**src/design/pbo_cfg.svh**
```systemverilog
// Constants and rule summary for the port B override block
// How it works
// RQ1: Slave mode forces clock pin to input
// RQ2: Master mode forces data-in/out pin to input
// RQ3: Slave mode forces master-out pin to input
// RQ4: Slave mode forces select pin to input
// RQ5: Slave active only while select held low
// RQ6: Forced inputs keep pull-up from output bit
// RQ7: Route master/slave data onto correct pins
// RQ8: Bit 2 carries compare B when output
// RQ9: Bit 1 carries compare A when output
// RQ10: Bit 0 input feeds capture, no overrides
// RQ11: Fuse drives divided clock on bit 0, even reset
// RQ12: Mask and group enable force input buffer on
// RQ13: Port C pin n is change source 8+n
// RQ14: Direction override picks driver enable
// RQ15: Value override replaces output bit
// RQ16: Input-enable override beats sleep state
// RQ17: Overrides combinational, no added cycles; code registers pad controls, landing one clock-enabled edge later
`ifndef PBO_CFG_SVH
`define PBO_CFG_SVH
//----------------------------------------
// Pin positions
//----------------------------------------
`define PBO_NPINS 6
`define PBO_BIT_SCK 5
`define PBO_BIT_MISO 4
`define PBO_BIT_MOSI 3
`define PBO_BIT_SEL 2
`define PBO_BIT_CMPA 1
`define PBO_BIT_CAP 0
`define PBO_PC_BASE 4'h8
`define PBO_RST_OUT 6'h00
`define PBO_RST_PC 8'h00
`define PBO_RST_BIT 1'h0
`define PBO_CLK_PIN 6'h01
`define PBO_ALL_ON 6'h3f
`endif

```
**src/design/pbo_pkg.sv**
```systemverilog
// Types for the port B override block
package pbo_pkg;
   typedef logic [5:0] pbo_pins_t; // One bit per port B pin 5..0
   typedef logic [7:0] pbo_pcpins_t; // Port C pin vector
endpackage

```
**src/design/pbo_pad.sv**
```systemverilog
// Generic override pad cell: applies override signals to one pin
`timescale 1ns/1ps
module pbo_pad (
   input wire logic dir_bit_i,
   input wire logic out_bit_i,
   input wire logic pud_i,
   input wire logic sleep_i,
   input wire logic dir_override_en_i,
   input wire logic dir_override_val_i,
   input wire logic value_override_en_i,
   input wire logic value_override_val_i,
   input wire logic pullup_override_en_i,
   input wire logic pullup_override_val_i,
   input wire logic input_enable_override_en_i,
   input wire logic input_enable_override_val_i,
   output logic drv_en_o,
   output logic drv_val_o,
   output logic pullup_o,
   output logic in_en_o
);
   //----------------------------------------
   // Override selection
   //----------------------------------------
   wire drv_en = dir_override_en_i ? dir_override_val_i : dir_bit_i; // [RQ14]
   wire normal_pu = out_bit_i & ~dir_bit_i & ~pud_i;
   assign drv_en_o = drv_en;
   // Value override only matters when driving
   assign drv_val_o = value_override_en_i ? value_override_val_i : out_bit_i; // [RQ15]
   // Pull-up only while not driving
   assign pullup_o = ~drv_en & (pullup_override_en_i ? pullup_override_val_i : normal_pu);
   // Override ignores sleep state
   assign in_en_o = input_enable_override_en_i ? input_enable_override_val_i : ~sleep_i; // [RQ16]
endmodule // pbo_pad

```
**src/design/pbo_top.sv**
```systemverilog
// Port B pins 5..0 alternate function override logic
`timescale 1ns/1ps
`include "pbo_cfg.svh"
module pbo_top (
   input wire logic clk_i,
   input wire logic rst_i,
   input wire logic ce_i,
   input wire pbo_pkg::pbo_pins_t portb_dir_i,
   input wire pbo_pkg::pbo_pins_t portb_out_i,
   input wire pbo_pkg::pbo_pins_t pad_in_i,
   input wire logic global_pullup_disable_i,
   input wire logic sleep_i,
   input wire logic serial_if_enable_i,
   input wire logic serial_master_select_i,
   input wire logic sck_out_i,
   input wire logic spi_master_out_i,
   input wire logic spi_slave_out_i,
   input wire logic timer16_compare_a_en_i,
   input wire logic timer16_compare_a_out_i,
   input wire logic timer16_compare_b_en_i,
   input wire logic timer16_compare_b_out_i,
   input wire logic clock_out_fuse_i,
   input wire logic divided_clock_i,
   input wire pbo_pkg::pbo_pins_t pin_change_mask_i,
   input wire logic pin_change_group0_enable_i,
   input wire pbo_pkg::pbo_pcpins_t portc_in_i,
   output pbo_pkg::pbo_pins_t pad_oe_o,
   output pbo_pkg::pbo_pins_t pad_out_o,
   output pbo_pkg::pbo_pins_t pad_pullup_o,
   output pbo_pkg::pbo_pins_t pad_in_en_o,
   output pbo_pkg::pbo_pins_t pin_change_src_o,
   output logic [15:8] pin_change_src_c_o,
   output logic spi_sck_in_o,
   output logic spi_data_in_o,
   output logic spi_slave_active_o,
   output logic timer16_capture_in_o
);
   import pbo_pkg::*;

   //----------------------------------------
   // Pad input synchronisers
   //----------------------------------------
   pbo_pins_t in_s1_r; // First stage, read only by second
   pbo_pins_t in_s2_r; // Safe sampled pad levels
   pbo_pcpins_t pc_s1_r; // Port C first stage
   pbo_pcpins_t pc_s2_r; // Port C second stage

   // Two-flop capture of the pins
   always_ff @(posedge clk_i) begin
      if (rst_i) begin
         in_s1_r <= `PBO_RST_OUT;
         in_s2_r <= `PBO_RST_OUT;
         pc_s1_r <= `PBO_RST_PC;
         pc_s2_r <= `PBO_RST_PC;
      end else if (ce_i) begin
         in_s1_r <= pad_in_i;
         in_s2_r <= in_s1_r;
         pc_s1_r <= portc_in_i;
         pc_s2_r <= pc_s1_r;
      end
   end

   //----------------------------------------
   // Override decode
   //----------------------------------------
   wire spi_mst = serial_if_enable_i & serial_master_select_i; // Master mode
   wire spi_slv = serial_if_enable_i & ~serial_master_select_i; // Slave mode
   pbo_pins_t dir_override_en; // Direction override enables
   pbo_pins_t dir_override_val; // Direction override values
   pbo_pins_t value_override_en; // Value override enables
   pbo_pins_t value_override_val; // Value override values
   pbo_pins_t pullup_override_en; // Pull-up override enables
   pbo_pins_t pullup_override_val; // Pull-up override values
   pbo_pins_t input_enable_override_en; // Input enable override enables

   // Forced-input pins per mode
   assign dir_override_en = {spi_slv, spi_mst, spi_slv, spi_slv, 1'h0, 1'h0}; // [RQ1] [RQ2] [RQ3] [RQ4]
   assign dir_override_val = `PBO_RST_OUT; // Forced pins become inputs
   // Pull-up of forced input follows output bit
   assign pullup_override_en = dir_override_en; // [RQ6]
   assign pullup_override_val = portb_out_i & {`PBO_NPINS{~global_pullup_disable_i}}; // [RQ6]
   // Output value routing
   assign value_override_en = {spi_mst, spi_slv, spi_mst, timer16_compare_b_en_i,
                  timer16_compare_a_en_i, 1'h0}; // [RQ7] [RQ8] [RQ9] [RQ10]
   assign value_override_val = {sck_out_i, spi_slave_out_i, spi_master_out_i, timer16_compare_b_out_i,
                  timer16_compare_a_out_i, 1'h0}; // [RQ7] [RQ8] [RQ9]
   // Forced input buffer for enabled change sources
   assign input_enable_override_en = pin_change_mask_i & {`PBO_NPINS{pin_change_group0_enable_i}}; // [RQ12]

   //----------------------------------------
   // Pad cells
   //----------------------------------------
   pbo_pins_t oe_w; // Driver enables
   pbo_pins_t val_w; // Driver values
   pbo_pins_t pu_w; // Pull-ups
   pbo_pins_t ie_w; // Input enables

   genvar g;
   generate
      for (g = 0; g < `PBO_NPINS; g++) begin : g_pad
         pbo_pad u_pad (
            .dir_bit_i(portb_dir_i[g]),
            .out_bit_i(portb_out_i[g]),
            .pud_i(global_pullup_disable_i),
            .sleep_i(sleep_i),
            .dir_override_en_i(dir_override_en[g]),
            .dir_override_val_i(dir_override_val[g]),
            .value_override_en_i(value_override_en[g]),
            .value_override_val_i(value_override_val[g]),
            .pullup_override_en_i(pullup_override_en[g]),
            .pullup_override_val_i(pullup_override_val[g]),
            .input_enable_override_en_i(input_enable_override_en[g]),
            .input_enable_override_val_i(1'h1),
            .drv_en_o(oe_w[g]),
            .drv_val_o(val_w[g]),
            .pullup_o(pu_w[g]),
            .in_en_o(ie_w[g])
         );
      end
   endgenerate

   //----------------------------------------
   // Clock output on bit 0
   //----------------------------------------
   // Fuse wins over port bits, also in reset
   pbo_pins_t oe_fin; // Final driver enables
   pbo_pins_t val_fin; // Final driver values
   pbo_pins_t pu_fin; // Final pull-ups
   pbo_pins_t clk_sel; // Marks the clock output pin while fused
   pbo_pins_t clk_val; // Divided clock placed on that pin
   assign clk_sel = `PBO_CLK_PIN & {`PBO_NPINS{clock_out_fuse_i}}; // [RQ11]
   assign clk_val = clk_sel & {`PBO_NPINS{divided_clock_i}}; // [RQ11]
   assign oe_fin = oe_w | clk_sel; // [RQ11]
   assign val_fin = (val_w & ~clk_sel) | clk_val; // [RQ11]
   // A pin that drives the clock needs no pull-up
   assign pu_fin = pu_w & ~clk_sel;

   //----------------------------------------
   // Output registers
   //----------------------------------------
   // Pad controls, registered on each clock-enabled cycle so change lands one edge later
   always_ff @(posedge clk_i) begin
      if (rst_i) begin
         // Clock pin keeps driving through reset
         pad_oe_o <= clk_sel; // [RQ11]
         pad_out_o <= clk_val; // [RQ11]
         pad_pullup_o <= `PBO_RST_OUT;
         pad_in_en_o <= `PBO_RST_OUT;
      end else if (ce_i) begin
         pad_oe_o <= oe_fin; // [RQ17]
         pad_out_o <= val_fin; // [RQ17]
         pad_pullup_o <= pu_fin;
         pad_in_en_o <= ie_w;
      end
   end

   // Digital inputs to peripherals and change logic
   always_ff @(posedge clk_i) begin
      if (rst_i) begin
         pin_change_src_o <= `PBO_RST_OUT;
         pin_change_src_c_o <= `PBO_RST_PC;
         spi_sck_in_o <= `PBO_RST_BIT;
         spi_data_in_o <= `PBO_RST_BIT;
         spi_slave_active_o <= `PBO_RST_BIT;
         timer16_capture_in_o <= `PBO_RST_BIT;
      end else if (ce_i) begin
         pin_change_src_o <= in_s2_r & ie_w; // [RQ12]
         pin_change_src_c_o <= pc_s2_r; // [RQ13]
         spi_sck_in_o <= in_s2_r[`PBO_BIT_SCK];
         // Master reads data-in pin, slave reads master-out pin
         spi_data_in_o <= spi_mst ? in_s2_r[`PBO_BIT_MISO] : in_s2_r[`PBO_BIT_MOSI]; // [RQ7]
         spi_slave_active_o <= spi_slv & ~in_s2_r[`PBO_BIT_SEL]; // [RQ5]
         timer16_capture_in_o <= in_s2_r[`PBO_BIT_CAP]; // [RQ10]
      end
   end

   //----------------------------------------
   // Assertions
   //----------------------------------------
   // Clock pin is an input whenever the interface is a slave
   a_sck_slave_in: assert property ( // [RQ1]
      @(posedge clk_i) disable iff (rst_i)
      ce_i && spi_slv && !clock_out_fuse_i |=> !pad_oe_o[`PBO_BIT_SCK])
      else $error("clock pin driven in slave mode");

   // Clock pin follows its direction bit as master
   a_sck_master_dir: assert property ( // [RQ1]
      @(posedge clk_i) disable iff (rst_i)
      ce_i && spi_mst |=> pad_oe_o[`PBO_BIT_SCK] == $past(portb_dir_i[`PBO_BIT_SCK]))
      else $error("clock pin direction wrong in master mode");

   // Data-in pin is an input whenever the interface is master
   a_miso_master_in: assert property ( // [RQ2]
      @(posedge clk_i) disable iff (rst_i)
      ce_i && spi_mst |=> !pad_oe_o[`PBO_BIT_MISO])
      else $error("data-in pin driven in master mode");

   // Data-in pin follows its direction bit as slave
   a_miso_slave_dir: assert property ( // [RQ2]
      @(posedge clk_i) disable iff (rst_i)
      ce_i && spi_slv |=> pad_oe_o[`PBO_BIT_MISO] == $past(portb_dir_i[`PBO_BIT_MISO]))
      else $error("data-in pin direction wrong in slave mode");

   // Master-out pin is an input as slave
   a_mosi_slave_in: assert property ( // [RQ3]
      @(posedge clk_i) disable iff (rst_i)
      ce_i && spi_slv |=> !pad_oe_o[`PBO_BIT_MOSI])
      else $error("master-out pin driven in slave mode");

   // Select pin is an input as slave
   a_sel_slave_in: assert property ( // [RQ4]
      @(posedge clk_i) disable iff (rst_i)
      ce_i && spi_slv |=> !pad_oe_o[`PBO_BIT_SEL])
      else $error("select pin driven in slave mode");

   // Slave active only after a sampled low select; frozen cycles skipped
   a_slave_active_sel: assert property ( // [RQ5]
      @(posedge clk_i) disable iff (rst_i)
      $past(ce_i) && spi_slave_active_o |-> $past(spi_slv) && !$past(in_s2_r[`PBO_BIT_SEL]))
      else $error("slave active without select low");

   // Forced input keeps the pull-up from its output bit
   a_pullup_forced: assert property ( // [RQ6]
      @(posedge clk_i) disable iff (rst_i)
      ce_i && spi_slv && portb_out_i[`PBO_BIT_MOSI] && !global_pullup_disable_i
      |=> pad_pullup_o[`PBO_BIT_MOSI])
      else $error("forced input lost pull-up");

   // No pin has its pull-up on while it drives
   a_pullup_driven: assert property ( // [RQ6]
      @(posedge clk_i) disable iff (rst_i)
      ce_i |=> (pad_pullup_o & pad_oe_o) == `PBO_RST_OUT)
      else $error("pull-up on a driven pin");

   // Master reads the data-in pin, slave the master-out pin
   a_data_in_route: assert property ( // [RQ7]
      @(posedge clk_i) disable iff (rst_i)
      ce_i |=> spi_data_in_o == ($past(spi_mst) ? $past(in_s2_r[`PBO_BIT_MISO])
                                                : $past(in_s2_r[`PBO_BIT_MOSI])))
      else $error("serial data input from wrong pin");

   // Slave output lands on the data-in pin
   a_miso_slave_out: assert property ( // [RQ7]
      @(posedge clk_i) disable iff (rst_i)
      ce_i && spi_slv |=> pad_out_o[`PBO_BIT_MISO] == $past(spi_slave_out_i))
      else $error("slave output not on data pin");

   // Compare B on the select pin when set to output
   a_cmpb_route: assert property ( // [RQ8]
      @(posedge clk_i) disable iff (rst_i)
      ce_i && !serial_if_enable_i && portb_dir_i[`PBO_BIT_SEL] && timer16_compare_b_en_i
      |=> pad_oe_o[`PBO_BIT_SEL] && pad_out_o[`PBO_BIT_SEL] == $past(timer16_compare_b_out_i))
      else $error("compare B not on pin");

   // Compare A on bit 1 when set to output
   a_cmpa_route: assert property ( // [RQ9]
      @(posedge clk_i) disable iff (rst_i)
      ce_i && portb_dir_i[`PBO_BIT_CMPA] && timer16_compare_a_en_i
      |=> pad_out_o[`PBO_BIT_CMPA] == $past(timer16_compare_a_out_i))
      else $error("compare A not on pin");

   // Capture input taken from the synchronised bit 0 level
   a_cap_route: assert property ( // [RQ10]
      @(posedge clk_i) disable iff (rst_i)
      ce_i |=> timer16_capture_in_o == $past(in_s2_r[`PBO_BIT_CAP]))
      else $error("capture input from wrong pin");

   // Fuse drives the divided clock, in reset as well
   a_clkout_fuse: assert property ( // [RQ11]
      @(posedge clk_i)
      (ce_i || rst_i) && clock_out_fuse_i
      |=> pad_oe_o[`PBO_BIT_CAP] && pad_out_o[`PBO_BIT_CAP] == $past(divided_clock_i))
      else $error("clock output not driven");

   // Every masked change source keeps its input buffer on while the group is enabled
   a_pc_input_en: assert property ( // [RQ12]
      @(posedge clk_i) disable iff (rst_i)
      ce_i && pin_change_group0_enable_i
      |=> (pad_in_en_o & $past(pin_change_mask_i)) == $past(pin_change_mask_i))
      else $error("change source input disabled");

   // Port C pin n reaches change source 8 plus n
   a_pc_c_map: assert property ( // [RQ13]
      @(posedge clk_i) disable iff (rst_i)
      ce_i |=> pin_change_src_c_o == $past(pc_s2_r))
      else $error("port C change source misnumbered");

   // With no overrides each driver follows its direction bit
   a_dir_follow: assert property ( // [RQ14]
      @(posedge clk_i) disable iff (rst_i)
      ce_i && !serial_if_enable_i && !clock_out_fuse_i |=> pad_oe_o == $past(portb_dir_i))
      else $error("driver enable not from direction bits");

   // Master clock output replaces the port bit
   a_sck_value: assert property ( // [RQ15]
      @(posedge clk_i) disable iff (rst_i)
      ce_i && spi_mst |=> pad_out_o[`PBO_BIT_SCK] == $past(sck_out_i))
      else $error("serial clock value not on pin");

   // Awake, every input buffer is on
   a_awake_input: assert property ( // [RQ16]
      @(posedge clk_i) disable iff (rst_i)
      ce_i && !sleep_i |=> pad_in_en_o == `PBO_ALL_ON)
      else $error("input buffer off while awake");

   // Pad controls only move on enabled edges
   a_freeze_hold: assert property ( // [RQ17]
      @(posedge clk_i) disable iff (rst_i)
      !ce_i |=> $stable(pad_oe_o) && $stable(pad_out_o))
      else $error("pad controls moved while frozen");

   c_slave_sel: cover property (@(posedge clk_i) spi_slave_active_o);
   c_master: cover property (@(posedge clk_i) ce_i && spi_mst);
   c_clkout: cover property (@(posedge clk_i) rst_i && clock_out_fuse_i);
   c_compare_b: cover property (@(posedge clk_i)
      ce_i && timer16_compare_b_en_i && portb_dir_i[`PBO_BIT_SEL]);
endmodule // pbo_top

```
**config.mk**
```make
export PLATFORM = sky130hd
export DESIGN_NAME = pbo_top
export DESIGN_NICKNAME = d
export VERILOG_FILES = /design/src/design/pbo_pkg.sv /design/src/design/pbo_pad.sv /design/src/design/pbo_top.sv
export VERILOG_INCLUDE_DIRS = /design/src /design/src/design
export SDC_FILE = /design/constraint.sdc
export NUM_CORES = 1
export LEC_CHECK = 0
export BUFFER_PORTS_ARGS = -buffer_cell sky130_fd_sc_hd__buf_2
export CORE_MARGIN = 10
export CORE_UTILIZATION = 40
export CTS_CLUSTER_DIAMETER = 40
export DETAILED_ROUTE_END_ITERATION = 8
export PLACE_DENSITY = 0.72
export REMOVE_ABC_BUFFERS = 1
export SYNTH_ARGS = -nofsm -noshare
export SYNTH_HDL_FRONTEND = slang
export SYNTH_SLANG_ARGS = --single-unit
```
**constraint.sdc**
```tcl
create_clock -name clk_i -period 1.51 [get_ports clk_i]
set_input_delay 0.0755 -clock clk_i [delete_from_list [all_inputs] [get_ports clk_i]]
set_output_delay 0.0755 -clock clk_i [all_outputs]
set_load 0.1 [all_outputs]
```
==> results.cfg, run 1 <==
[worst_setup_path]
crit_type = flop to output port
cp_top_family = buffers and inverters
path_buf_inv = 1
crit_chain = buf_2
max_stage_delay_ns = 0.44
endpoint_kind = output port
arrival_ns = 1.12
critPathMaxFanout = 2
slowest_stage = buf_2
crit_path_start_kind = flop
critPathRequiredTime_ns = 1.43

[synthesis]
synth_area_mm2 = 0.00265
ys_seq_area_share_pct = 55.5
avgSynthCellArea_um2 = 10.1
yosysTopAreaCellShare_pct = 47.6
ys_ff_latch = 70
netlist-cell-type-count = 21
synthCells = 263
yosys.area.top_type = dfxtp_1
netlist_top_cells_area = dfxtp_1 (48%), mux2i_1 (15%), edfxtp_1 (7.9%)
ys_warn_count = 0

[routing]
dr.pass1.iters = 4
wire_per_inst_um = 14.2
drt-vias-per-instance = 4.84
drc = 0
drtIter0Drc = 63
wl_um = 6380
final_antenna_net_count = 0
vias = 2175

[final_layout]
nFillCells = 612
area_delta_synth_final_pct = 31.5
nets = 416
multi_input_area_mm2 = 0.00108
final_cell_mix = buf_2 (89), dfxtp_1 (63), nor2_1 (50)
final_core_util_pct = 54.6
drive_gt1_share_pct = 28.8
final-instance-count-excl-fill = 449
diodes = 0
largest_registers = pc_s1_r: 8 flops, pc_s2_r: 8 flops, pin_change_src_c_o: 8 flops
final_common_cell = buf_2
regArea_mm2 = 0.00147

[clock_tree]
cts-resized-gates = 0
h-tree-depth = 3
clock-sinks = 70
cts_tree = built
cts_buffers = 9
clkTransAtPathRegs_ns = 0.07
clock_latency_ns = 0.32
cts_setup_buffers = 0
clockRootBuffer = clkbuf_8
clk_path_buf_depth = 2

[power_and_ir_drop]
p_int_w = 0.00281
power_w = 0.00404
power_density_mw_per_mm2 = 1160
p_switching_w = 0.00123
combPwrFrac_pct = 19.1
p_leak_nw = 1.64
p_clk_share_pct = 31.3
swShare_pct = 30.4
pwr-share-seq_pct = 49.6
vdd_drop_max_mv = 0.678

[global_route]
grt_max_degree = 51
antenna_found_initial = 0
grt_pass1_wl_um = 10300
grt_usage_pct = 12.4
overflow = 0
grt_pass1_vias = 2215

[timing]
period_share_pct = 79.3
relSlewSlack_pct = 66.8
hold_viol_final = 0
fin_crit_ns = 1.20
tightest_slew_ns = 0.502
skew_ns = 0.00478
fin_tns_setup_ns = 0
finalSetupViolCount = 0
fmax_mhz = 835
final-max-slew-violation-count = 0
rsz0062_at_grt = no

[placed_design]
port_buffers = 90
place_congestion = 0.917
post-dp-hpwl_um = 4670
dp.cells = 416

[floorplanning]
die_h_um = 101
coreArea_mm2 = 0.00639
row_count = 29
ios = 91
die_w_um = 101
start_util_pct = 41.5
die-area_mm2 = 0.0103

[flow_run]
cap_viol_max_count = 0

[worst_hold_path]
hold_path_class = input port to flop

[outcome]
outcome = complete, no violations
## power by group through the flow
stage          Combinational (W)  Sequential, W  Clock, W
6_report                0.000772        0.00200   0.00127
2_1_floorplan           0.000139        0.00241         0
4_1_cts                 0.000778        0.00200   0.00132
3_3_place_gp            0.000734        0.00204         0
5_1_grt                 0.000820        0.00201   0.00140
3_5_place_dp            0.000742        0.00205         0
## kinds of logic after synthesis
group           Yosys count  synth area share (%)
flops                    70                  55.5
compound gates           35                  9.25
buf+inv                  20                  3.63
simple gates             97                  16.1
mux                      41                  15.5
## cell type report
cell class | count | share of cell area, %
Clock buffer | 14 | 4.38
Timing Repair Buffer | 111 | 19.1
Clock inverter | 2 | 0.287
Multi-Input combinational cell | 173 | 31.1
Sequential cell | 70 | 42.2
Tap cell | 77 | 2.76
Inverter | 2 | 0.215
## Yosys cell counts
| library cell | count |
|---|---|
| a21o_1 | 8 |
| a21oi_1 | 14 |
| a21oi_2 | 1 |
| a311oi_1 | 7 |
| a32o_1 | 4 |
| buf_1 | 3 |
| buf_2 | 8 |
| buf_4 | 1 |
| buf_6 | 1 |
| clkbuf_1 | 5 |
| dfxtp_1 | 63 |
| edfxtp_1 | 7 |
| inv_1 | 2 |
| mux2i_1 | 41 |
| nand2_1 | 20 |
| nand2b_1 | 15 |
| nand3_1 | 8 |
| nor2_1 | 50 |
| nor3b_1 | 3 |
| o21ai_0 | 1 |
| or3b_1 | 1 |
## layer usage
layer | part of all wire, % | wire length (um) | track usage [%]
met5 | 0 | 0 | 0
met4 | 0.78 | 50 | 5.57
met3 | 7.4 | 475 | 4.83
met2 | 48 | 3070 | 20.1
met1 | 44 | 2780 | 14.1
## worst paths after layout
check,endpoint,slack [ns],startpoint,cells after the start
max,spi_slave_active_o,0.31,spi_slave_active_o$_SDFFE_PP0P_,1
max reg2reg,spi_slave_active_o$_SDFFE_PP0P_,0.60,in_s2_r[2]$_SDFFE_PP0P_,2
min reg2reg,timer16_capture_in_o$_SDFFE_PP0P_,0.47,timer16_capture_in_o$_SDFFE_PP0P_,2
min,pad_pullup_o[5]$_SDFFE_PP0P_,0.03,portb_out_i[5],2
## metrics by stage
step                      hold WS (ns)  setup slack [ns]  cell area [um^2]
after CTS                      0.00455             0.288              3490
after global routing           0.00309             0.254              3490
after global placement           0.308             0.465              3150
final                           0.0253             0.313              3490
after floorplan                  0.138             0.186              2560
after detailed placement         0.319             0.439              3150
## repair_timing
action                     in CTS  in global routing
hold buffers                   17                  0
setup endpoints to repair       0                  0
hold endpoints to repair       17                  0
No activity file was read; power rests on OpenSTA's default activity.
==> run 2, diff against run 1 <==
--- a/config.mk
+++ b/config.mk
@@ -11,7 +11,7 @@
 export CORE_UTILIZATION = 40
 export CTS_CLUSTER_DIAMETER = 40
 export DETAILED_ROUTE_END_ITERATION = 8
-export PLACE_DENSITY = 0.72
+export PLACE_DENSITY = 0.75
 export REMOVE_ABC_BUFFERS = 1
 export SYNTH_ARGS = -nofsm -noshare
 export SYNTH_HDL_FRONTEND = slang
==> constraint.sdc (replaced) <==
create_clock -name clk_i -period 0.97 [get_ports clk_i]
set_input_delay 0.0485 -clock clk_i [delete_from_list [all_inputs] [get_ports clk_i]]
set_output_delay 0.0485 -clock clk_i [all_outputs]
set_load 0.1 [all_outputs]
==> run 2 against run 1 <==
Compared with the run above: the run now ends with hold timing, setup timing left; routed wire length is 9.7% higher; utilization grew 14 points; register-to-register slack lost 0.55 ns; clock skew increased by 0.0015 ns; final area grew 25%; critical path type unchanged; critical endpoint is now pad_out_o[2]; highest routed layer unchanged.
==> results.cfg, run 2 (synthesis results as in run 1) <==
[timing]
fin_hold_ws_ns = -0.00178
relSlewSlack_pct = 76.7
hold_viol_final = 1
rsz0062_at_grt = yes
tightest_slew_ns = 0.349
finalSetupViolCount = 6
skew_ns = 0.00630
period_share_pct = 103
fmax_mhz = 998
fin_ws_ns = -0.0317
final-max-slew-violation-count = 0
fin_crit_ns = 1.00

[power_and_ir_drop]
p_int_w = 0.00515
p_switching_w = 0.00204
combPwrFrac_pct = 21.0
p_clk_share_pct = 34.8
swShare_pct = 28.4
pwr-share-seq_pct = 44.2
p_leak_nw = 1.90
vdd_drop_max_mv = 1.06
power_w = 0.00719
power_density_mw_per_mm2 = 1650

[worst_setup_path]
endpoint_kind = output port
crit_type = flop to output port
critPathMaxFanout = 1
crit_path_start_kind = flop
arrival_ns = 0.95
critPathRequiredTime_ns = 0.92
max_stage_delay_ns = 0.43
slowest_stage = edfxtp_1
cp_top_family = flip-flops
path_buf_inv = 1
crit_chain = buf_12

[clock_tree]
cts_setup_buffers = 0
cts_buffers = 9
clock_latency_ns = 0.32
cts_tree = built
clk_path_buf_depth = 2
h-tree-depth = 3
clock-sinks = 70
clkTransAtPathRegs_ns = 0.08
clockRootBuffer = clkbuf_8

[outcome]
violations = hold timing, setup timing
outcome = finished with violations

[routing]
dr.pass1.iters = 4
wl_um = 7000
vias = 2218
wire_per_inst_um = 15.1
final_antenna_net_count = 0
drt-vias-per-instance = 4.80
drc = 0
drtIter0Drc = 74

[global_route]
overflow = 0
grt_pass1_wl_um = 11200
grt_max_degree = 37
grt_usage_pct = 13.5
grt_pass1_vias = 2318
antenna_found_initial = 0

[floorplanning]
die-area_mm2 = 0.0103
die_h_um = 101
die_w_um = 101
coreArea_mm2 = 0.00639
row_count = 29
start_util_pct = 41.5
ios = 91

[final_layout]
final-instance-count-excl-fill = 462
largest_registers = pc_s1_r: 8 flops, pc_s2_r: 8 flops, pin_change_src_c_o: 8 flops
area_delta_synth_final_pct = 64.8
final_common_cell = nor2_1
nets = 429
drive_gt1_share_pct = 39.7
final_cell_mix = nor2_1 (50), buf_2 (47), buf_12 (46)
diodes = 0

[worst_hold_path]
hold_path_class = input port to flop

[placed_design]
place_congestion = 0.852
dp.cells = 423
port_buffers = 90
post-dp-hpwl_um = 5100

[flow_run]
cap_viol_max_count = 0
[run 2: changes by cell type in the layout (fill, tap and decap cells not counted), sizes merged]
cell         change
buf              +7
bufinv           +1
clkbuf           -1
dlygate4sd3      +6
[run 2: power by group through the flow]
stage	sequential, W	clock (W)	combinational [W]
6_report	0.00318	0.00250	0.00151
5_1_grt	0.00319	0.00270	0.00159
4_1_cts	0.00317	0.00252	0.00152
3_5_place_dp	0.00323	0	0.00144
3_3_place_gp	0.00323	0	0.00142
2_1_floorplan	0.00376	0	0.000216
[run 2: repair_timing]
action,4_1_cts,5_1_grt
resized for setup,7,29
hold buffers,23,0
hold endpoints to repair,23,0
endpoints found under the setup margin,14,36
[run 2: per-layer routing]
| layer | global-route usage [%] | wire (um) |
|---|---|---|
| met1 | 14.7 | 2870 |
| met5 | 0 | 0 |
| met4 | 5.14 | 95 |
| met2 | 23.0 | 3540 |
| met3 | 5.51 | 491 |
[run 2: path summary, 6_finish.rpt]
| check | from | end | slack, ns | cells after the start |
|---|---|---|---|---|
| hold / removal | clock_out_fuse_i | pad_oe_o[0]$_DFFE_PP_ | -0.002 | 2 |
| setup / recovery | pad_out_o[2]$_SDFFCE_PP0P_ | pad_out_o[2] | -0.03 | 1 |
| hold reg to reg | in_s2_r[3]$_SDFFE_PP0P_ | spi_data_in_o$_SDFFE_PP0P_ | 0.49 | 2 |
| setup reg to reg | in_s2_r[2]$_SDFFE_PP0P_ | spi_slave_active_o$_SDFFE_PP0P_ | 0.05 | 2 |
[run 2: cell type report]
type / instances / area [um^2]
sequential: 70 / 1520
clock inverter: 3 / 40.0
clock buffer: 13 / 179
tap: 77 / 96.3
fill: 463 / 2020
timing repair buffer: 124 / 1450
multi-input combinational: 173 / 1080
inverter: 2 / 7.51
[run 2: per-stage QoR]
stage / util (%) / setup WS, ns / instance area (um^2) / TNS (ns)
after floorplan: - / -0.354 / 2560 / -9.97
after global placement: 60.7 / 0.00492 / 3870 / 0
after detailed placement: 60.7 / -0.0240 / 3870 / -0.167
after CTS: 67.8 / -0.0350 / 4330 / -0.179
after global routing: 68.4 / -0.0683 / 4370 / -0.385
final: 68.4 / -0.0317 / 4370 / -0.126
